**config.mk**
```make
export PLATFORM = sky130hd
export DESIGN_NAME = lmx_logic_exec
export DESIGN_NICKNAME = d
export VERILOG_FILES = /design/src/lmx_pkg.sv /design/src/lmx_accu_bank.sv /design/src/lmx_logic_exec.sv
export VERILOG_INCLUDE_DIRS = /design/src
export SDC_FILE = /design/constraint.sdc
export NUM_CORES = 1
export LEC_CHECK = 0
export BUFFER_PORTS_ARGS = -buffer_cell sky130_fd_sc_hd__buf_2
export CAP_MARGIN = 15
export CORE_AREA = 5 5 136 138
export DETAILED_ROUTE_END_ITERATION = 8
export DIE_AREA = 0 0 141 143
export GPL_TIMING_DRIVEN = 0
export MAX_ROUTING_LAYER = met4
export PLACE_DENSITY = 0.75
export REMOVE_ABC_BUFFERS = 1
export SETUP_SLACK_MARGIN = 0.02
export SYNTH_ARGS = -nofsm -noshare
export SYNTH_HDL_FRONTEND = slang
export SYNTH_SLANG_ARGS = --single-unit
```
**constraint.sdc**
```tcl
create_clock -name sys_clk -period 2.7 [get_ports sys_clk]
set_input_delay 0.27 -clock sys_clk [delete_from_list [all_inputs] [get_ports sys_clk]]
set_output_delay 0.27 -clock sys_clk [all_outputs]
set_load 0.1 [all_outputs]
```
**src/lmx_consts.svh**
```systemverilog
// constants for the logic and miscellaneous instruction unit
`ifndef LMX_CONSTS_SVH
`define LMX_CONSTS_SVH
`define LMX_WORD_W 24
`define LMX_MSB 23
`define LMX_ZERO_WORD 24'h00_0000
`define LMX_BYTES_ACC 3'h2
`define LMX_BYTES_IMM 3'h5
`define LMX_BYTES_NEWCYC 3'h2
`define LMX_BYTES_NOP 3'h1
`define LMX_CYC_ACC 3'h3
`define LMX_CYC_IMM 3'h6
`define LMX_CYC_NEWCYC 3'h3
`define LMX_CYC_NOP 3'h1
`define LMX_CNT_ONE 3'h1
`define LMX_CNT_TWO 3'h2
`define LMX_CNT_ZERO 3'h0
`define LMX_SEL_RESET 2'h0
`define LMX_BYTES_NONE 3'h0
`endif

```
**src/lmx_pkg.sv**
```systemverilog
// types for the logic and miscellaneous instruction unit
package lmx_pkg;
	typedef logic [23:0] lmx_word_t;
	typedef logic [3:0][23:0] lmx_bank_t;
	typedef enum logic [2:0] {
		LMX_OP_NOP = 3'b000,
		LMX_OP_NEWCYC = 3'b001,
		LMX_OP_NAND = 3'b010,
		LMX_OP_NOR = 3'b011,
		LMX_OP_OR = 3'b100
	} lmx_op_t;
	typedef enum logic [1:0] {
		LMX_ACC_X = 2'b00,
		LMX_ACC_Y = 2'b01,
		LMX_ACC_Z = 2'b10,
		LMX_ACC_R = 2'b11
	} lmx_acc_t;
	typedef enum logic {
		LMX_ST_IDLE = 1'b0,
		LMX_ST_EXEC = 1'b1
	} lmx_state_t;
endpackage : lmx_pkg

```
**src/lmx_accu_bank.sv**
```systemverilog
// four accumulators x, y, z, r with one write port
`timescale 1ns/1ps
`include "lmx_consts.svh"
module lmx_accu_bank import lmx_pkg::*; #(
	parameter int WORD_W = `LMX_WORD_W
) (
	// clock and reset
	input wire logic sys_clk,
	input wire logic rst,
	// write port
	input wire logic wr_en,
	input wire logic [1:0] wr_sel,
	input wire logic [WORD_W-1:0] wr_data,
	// register contents
	output logic [3:0][WORD_W-1:0] acc_q
);
	logic [3:0][WORD_W-1:0] acc_r;
	logic [3:0][WORD_W-1:0] acc_nxt;

	// next contents of the selected word
	always_comb begin
		acc_nxt = acc_r;
		if (wr_en) begin
			acc_nxt[wr_sel] = wr_data;
		end
	end

	// registered storage
	always_ff @(posedge sys_clk) begin
		if (rst) begin
			acc_r <= '0;
		end else begin
			acc_r <= acc_nxt;
		end
	end

	assign acc_q = acc_r;
endmodule : lmx_accu_bank

```
**src/lmx_logic_exec.sv**
```systemverilog
// execution unit for nand, nor, or, nop and measurement start
// Contract
// - nand writes not(p1 and p2) into p1, updates sign and zero
// - nor writes not(p1 or p2) into p1, updates sign and zero
// - or writes p1 or p2 into p1, updates sign and zero
// - p1 is an accumulator; p2 an accumulator or 24-bit immediate
// - logic length is 2 bytes with accumulator, 5 with immediate
// - logic takes 3 cycles with accumulator, 6 with immediate
// - newcyc is 2 bytes, 3 cycles, keeps flags, starts a conversion
// - newcyc works any time after reset, from any program
// - nop is 1 byte, 1 cycle, changes nothing
`timescale 1ns/1ps
`include "lmx_consts.svh"
module lmx_logic_exec import lmx_pkg::*; #(
	parameter int WORD_W = `LMX_WORD_W
) (
	// clock and reset
	input wire logic sys_clk,
	input wire logic rst,
	// instruction request
	input wire logic instr_valid,
	input wire lmx_op_t instr_op,
	input wire logic [1:0] instr_dst,
	input wire logic [1:0] instr_src,
	input wire logic instr_imm_sel,
	input wire logic [WORD_W-1:0] instr_imm,
	// instruction status
	output logic busy_r,
	output logic done_r,
	output logic [2:0] bytes_r,
	// converter start
	output logic tic_start_r,
	// accumulator preload from other units
	input wire logic acc_ld_en,
	input wire logic [1:0] acc_ld_sel,
	input wire logic [WORD_W-1:0] acc_ld_data,
	// flag preload from other units
	input wire logic flag_ld_en,
	input wire logic [3:0] flag_ld,
	// accumulators and flags
	output logic [3:0][WORD_W-1:0] acc_q,
	output logic sign_r,
	output logic zero_r,
	output logic carry_r,
	output logic ovf_r
);
	lmx_state_t state_r, state_nxt;
	lmx_op_t op_r, op_nxt;
	logic [1:0] dst_r, dst_nxt;
	logic [1:0] src_r, src_nxt;
	logic imm_r, imm_nxt;
	logic [WORD_W-1:0] opa_r, opa_nxt;
	logic [WORD_W-1:0] opb_r, opb_nxt;
	logic [2:0] cnt_r, cnt_nxt;
	logic busy_nxt, done_nxt, tic_nxt;
	logic [2:0] bytes_nxt;
	logic sign_nxt, zero_nxt, carry_nxt, ovf_nxt;
	logic go;
	logic [2:0] cyc_need;
	logic [WORD_W-1:0] res;
	logic wr_en;
	logic [1:0] wr_sel;
	logic [WORD_W-1:0] wr_data;
	logic is_logic_op;

	assign go = instr_valid && !busy_r;
	assign is_logic_op = (op_r == LMX_OP_NAND) || (op_r == LMX_OP_NOR) || (op_r == LMX_OP_OR);

	// result of the captured logic operation
	always_comb begin
		unique case (op_r)
			LMX_OP_NAND: res = ~(opa_r & opb_r);
			LMX_OP_NOR: res = ~(opa_r | opb_r);
			LMX_OP_OR: res = opa_r | opb_r;
			default: res = opa_r;
		endcase
	end

	// cycle budget of the requested instruction
	always_comb begin
		unique case (instr_op)
			LMX_OP_NOP: cyc_need = `LMX_CYC_NOP;
			LMX_OP_NEWCYC: cyc_need = `LMX_CYC_NEWCYC;
			default: cyc_need = instr_imm_sel ? `LMX_CYC_IMM : `LMX_CYC_ACC;
		endcase
	end

	// sequencer, operand capture and flags
	always_comb begin
		state_nxt = state_r;
		op_nxt = op_r;
		dst_nxt = dst_r;
		src_nxt = src_r;
		imm_nxt = imm_r;
		opa_nxt = opa_r;
		opb_nxt = opb_r;
		cnt_nxt = cnt_r;
		busy_nxt = busy_r;
		done_nxt = 1'b0;
		tic_nxt = 1'b0;
		bytes_nxt = bytes_r;
		sign_nxt = sign_r;
		zero_nxt = zero_r;
		carry_nxt = carry_r;
		ovf_nxt = ovf_r;
		wr_en = 1'b0;
		wr_sel = dst_r;
		wr_data = res;
		if (flag_ld_en && !busy_r && !instr_valid) begin
			{carry_nxt, ovf_nxt, sign_nxt, zero_nxt} = flag_ld;
		end
		if (acc_ld_en && !busy_r && !instr_valid) begin
			wr_en = 1'b1;
			wr_sel = acc_ld_sel;
			wr_data = acc_ld_data;
		end
		unique case (state_r)
			LMX_ST_IDLE: begin
				if (go) begin
					op_nxt = instr_op;
					dst_nxt = instr_dst;
					src_nxt = instr_src;
					imm_nxt = instr_imm_sel;
					opa_nxt = acc_q[instr_dst];
					opb_nxt = instr_imm_sel ? instr_imm : acc_q[instr_src];
					if (cyc_need == `LMX_CYC_NOP) begin
						done_nxt = 1'b1;
						bytes_nxt = `LMX_BYTES_NOP;
					end else begin
						state_nxt = LMX_ST_EXEC;
						busy_nxt = 1'b1;
						cnt_nxt = cyc_need - `LMX_CNT_TWO;
					end
				end
			end
			LMX_ST_EXEC: begin
				if (cnt_r == `LMX_CNT_ZERO) begin
					state_nxt = LMX_ST_IDLE;
					busy_nxt = 1'b0;
					done_nxt = 1'b1;
					if (op_r == LMX_OP_NEWCYC) begin
						tic_nxt = 1'b1;
						bytes_nxt = `LMX_BYTES_NEWCYC;
					end else begin
						wr_en = 1'b1;
						wr_sel = dst_r;
						wr_data = res;
						sign_nxt = res[`LMX_MSB];
						zero_nxt = (res == `LMX_ZERO_WORD);
						bytes_nxt = imm_r ? `LMX_BYTES_IMM : `LMX_BYTES_ACC;
					end
				end else begin
					cnt_nxt = cnt_r - `LMX_CNT_ONE;
				end
			end
		endcase
	end

	// state registers
	always_ff @(posedge sys_clk) begin
		if (rst) begin
			state_r <= LMX_ST_IDLE;
			op_r <= LMX_OP_NOP;
			dst_r <= `LMX_SEL_RESET;
			src_r <= `LMX_SEL_RESET;
			imm_r <= 1'b0;
			opa_r <= `LMX_ZERO_WORD;
			opb_r <= `LMX_ZERO_WORD;
			cnt_r <= `LMX_CNT_ZERO;
			busy_r <= 1'b0;
			done_r <= 1'b0;
			tic_start_r <= 1'b0;
			bytes_r <= `LMX_BYTES_NONE;
			sign_r <= 1'b0;
			zero_r <= 1'b0;
			carry_r <= 1'b0;
			ovf_r <= 1'b0;
		end else begin
			state_r <= state_nxt;
			op_r <= op_nxt;
			dst_r <= dst_nxt;
			src_r <= src_nxt;
			imm_r <= imm_nxt;
			opa_r <= opa_nxt;
			opb_r <= opb_nxt;
			cnt_r <= cnt_nxt;
			busy_r <= busy_nxt;
			done_r <= done_nxt;
			tic_start_r <= tic_nxt;
			bytes_r <= bytes_nxt;
			sign_r <= sign_nxt;
			zero_r <= zero_nxt;
			carry_r <= carry_nxt;
			ovf_r <= ovf_nxt;
		end
	end

	// accumulator storage
	lmx_accu_bank #(
		.WORD_W(WORD_W)
	) u_bank (
		.sys_clk(sys_clk),
		.rst(rst),
		.wr_en(wr_en),
		.wr_sel(wr_sel),
		.wr_data(wr_data),
		.acc_q(acc_q)
	);

	logic logic_done;
	assign logic_done = done_r && is_logic_op;
endmodule : lmx_logic_exec

```
==> impl_metrics.toml <==
[outcome]
status = "completed"

[clock_network]
clk_root_buffer_cell = "clkbuf_16"
cts_hold_buf = 0
clkLatencyLatePin_ps = 420
clkTransAtPathRegs_ps = 60
worst_case_clock_buffer_depth = 2
cts_tree = "yes"
cts_made_buffers = 17
cts.sinks = 164
clock_tree.htree_level_count = 4

[synthesis]
synth_sequential_area_ratio_pct = 37.82
synth_top_cell_area_share_pct = 37.82
netlist-cell-type-count = 56
number_of_flops_mapped_to_enable_cells_by_yosys = 0
avgSynthCellArea_sq_um = 9.033
yosys.area.top_type = "dfxtp_1"
post_synthesis_instance_area_sq_mm = 0.008681
netlist_instances = 961
yosys_warnings = 0
synthArstFlopShare_pct = 0
ys_seq_elements = 164
netlist_top_cells_area = "dfxtp_1, mux4_2, nand2_1"
ys_dominant_reg_cell = "dfxtp_1"

[grt]
grt_remaining_overflow = 0
grt_antenna_before_repair = 1
grt_pass1_vias = 7574
grt.total_usage_pct = 26.39
grt_start_max_net_pins = 102
wire_length_of_the_first_global_routing_pass_mm = 40.77

[worst_setup_path]
critPathBufInv = 1
critical_path.max_stage_delay_ps = 530
capturing_element_type_of_the_critical_path = "flop"
start_kind = "flop"
crit_family = "simple AND/OR/NAND/NOR gates"
path_cells = "buf_16 -> and2b_1 -> a2bb2oi_1 -> o21ai_0 -> nor4_2 -> nand4_1 -> o32ai_1"
cp_max_fo = 28
worst_path_max_delay_cell = "dfxtp_2"
timing.critical_path.required_ps = 3020
timing.setup.critical_path_class = "reg2reg"
crit_arrival_ps = 2910

[sta]
fin_worst_skew_ps = 7.531
timing.final.setup_violations = 0
minimum_clock_period_ps = 2586
fmax_ghz = 0.3867
slew_headroom_pct = 33.51
layout_worst_path_cycle_share_pct = 95.78
hold_viol_final = 0
tightest_slew_ps = 997.3
maxSlewViolCount = 0
grt_setup_unrepaired = "yes"

[drt]
detail_route.iter0.violations = 976
via_per_inst = 5.928
antenna_left = 0
drc_errors = 0
detail_route.wl_per_cell_microns = 19.76
num_vias = 7872
dr.pass1.iters = 8
totalWireLength_mm = 26.25

[power]
power_density_mw_per_mm2 = 630.4
power.total_w = 0.006578
cellLeakagePower_nw = 4.027
worst_ir_drop_vdd_v = 0.0004723

[place]
detailed_place_hpwl_mm = 17.11
dpl.cell_count = 1288
place_congestion = 0.8368
portBuffers = 172

[die]
fp.dieH_microns = 143
core_area_sq_mm = 0.01706
design.die.area_sq_mm = 0.02016
initial_core_util_pct = 50.89
num_rows = 48
number_of_top_level_pins = 173
fp.dieW_microns = 141

[cells_and_area]
post-route-util_pct = 61.18
post_layout_nonfiller_instances = 1328
drive_above_1_share_pct = 29.40
syn_to_final_growth_pct = 20.21
final_nets = 1158

[job]
timing.max_cap.violations = 0

[hold_path]
worstHoldPathType = "in2reg"
==> area by class of cell <==
cell class              instances  area [sq um]
diodes                          1         2.502
clock buffers                  23         467.9
clock inverters                 9         103.9
fillers                      1462          6621
inverters                      13         48.80
multi-input cells             701          5009
flip-flops and latches        164          3289
well taps                     225         281.5
repair buffers                192          1232
==> logic make-up (layout without fill, tap and decap cells) <==
| kind of cell | after synthesis | after routing | synth area share, % |
|---|---|---|---|
| and+or+nand+nor | 351 | 352 | 18.10 |
| DFF | 164 | 164 | 37.82 |
| AOI/OAI and AO/OA | 218 | 218 | 16.42 |
| other | 0 | 1 | 0 |
| adders and majority gates | 2 | 2 | 0.2882 |
| buffers and inverters | 97 | 237 | 5.203 |
| muxes | 129 | 129 | 22.17 |
==> worst reg2reg max path, delay by kind of cell (launching register included) <==
family,cells,cell delay [ps]
buffers and inverters,1,230
AOI/OAI and AO/OA,3,600
and+or+nand+nor,3,1130
DFF,1,530
==> layer usage <==
layer / track usage [%] / vias to the layer above / part of all wire (%)
met5: - / - / 0
met4: 8.159 / 0 / 1.8
met3: 5.392 / 40 / 6.5
met2: 42.14 / 307 / 48
met1: 34.01 / 3817 / 43
li1: - / 3708 / -
==> placed cells by master, fill, tap and decap left out, types with 5 or more instances in the layout <==
| cell type | Yosys | final |
|---|---|---|
| o21ai_0 | 21 | 21 |
| nand2_1 | 209 | 209 |
| mux4_2 | 48 | 48 |
| nand4b_1 | 12 | 12 |
| nand3b_1 | 12 | 12 |
| buf_16 | 0 | 8 |
| a2bb2oi_1 | 15 | 15 |
| nor2_1 | 75 | 75 |
| a211oi_1 | 24 | 24 |
| o211ai_1 | 12 | 12 |
| mux2i_1 | 55 | 55 |
| clkbuf_16 | 0 | 17 |
| inv_1 | 13 | 13 |
| or2_0 | 5 | 5 |
| dfxtp_1 | 164 | 161 |
| buf_2 | 27 | 171 |
| mux2_2 | 26 | 26 |
| buf_4 | 8 | 6 |
| a21oi_2 | 5 | 5 |
| a21oi_1 | 116 | 116 |
| nand3_1 | 6 | 6 |
==> timing repair <==
item | CTS | global route
endpoints found under the setup margin | 97 | 67
cloned | 0 | 1
resized for setup | 7 | 4
setup buffers | 2 | 4
pin swaps | 1 | 2
hold endpoints to repair | 0 | 0
==> registers in the layout (all words and copies together), names as in the netlist <==
name / cells
zero_r: 1
done_r: 1
op_r: 3
ovf_r: 1
cnt_r: 3
carry_r: 1
tic_start_r: 1
u_bank.acc_q: 96
bytes_r: 3
busy_r: 1
imm_r: 1
sign_r: 1
dst_r: 2
state_r: 1
opb_r: 24
opa_r: 24
==> synthesized netlist by cell type (2+ instances only) <==
cell type,instances
nand2b_1,2
mux4_2,48
or3_1,3
o2111a_1,4
inv_1,13
o221ai_1,3
and3_1,3
a21oi_1,116
a32oi_1,2
dfxtp_1,164
ha_1,2
nor2_1,75
nor2b_1,4
mux2i_1,55
buf_6,3
o32a_1,2
buf_2,27
nand2_1,209
buf_4,8
a2111oi_2,3
a211oi_1,24
a2bb2oi_1,15
or2_0,5
nand4b_1,12
and2_1,2
nand3_1,6
o21ai_0,21
a21oi_2,5
nand4_1,2
mux2_2,26
o211ai_1,12
o32ai_4,2
clkbuf_1,45
nand3b_1,12
nor4_1,4
nor3_1,2
==> final timing paths <==
kind,start,cells after the start,endpoint,slack [ps]
hold / removal,flag_ld[2],3,ovf_r,90
setup / recovery,op_r[1],7,zero_r,110
setup reg to reg,op_r[1],7,zero_r,110
hold reg to reg,bytes_r[2],2,bytes_r[2],460
==> per-stage QoR <==
stage          hold slack, ps  cell area [sq um]  setup WS, ps  TNS, ps
2_1_floorplan           339.1               8278         -1356   -94130
3_3_place_gp            446.4               9420         -2417  -300790
3_5_place_dp            457.1               9766        -442.3   -28840
4_1_cts                 85.81              10370         48.17        0
5_1_grt                 115.7              10440         11.16        0
6_report                94.45              10440         114.0        0
==> report_power, final <==
group | switching, W | total [W] | internal, W
clock network | 0.000969 | 0.00238 | 0.00141
registers | 0.000118 | 0.00265 | 0.00253
logic | 0.00106 | 0.00155 | 0.000494
No activity file was read; power rests on OpenSTA's default activity.
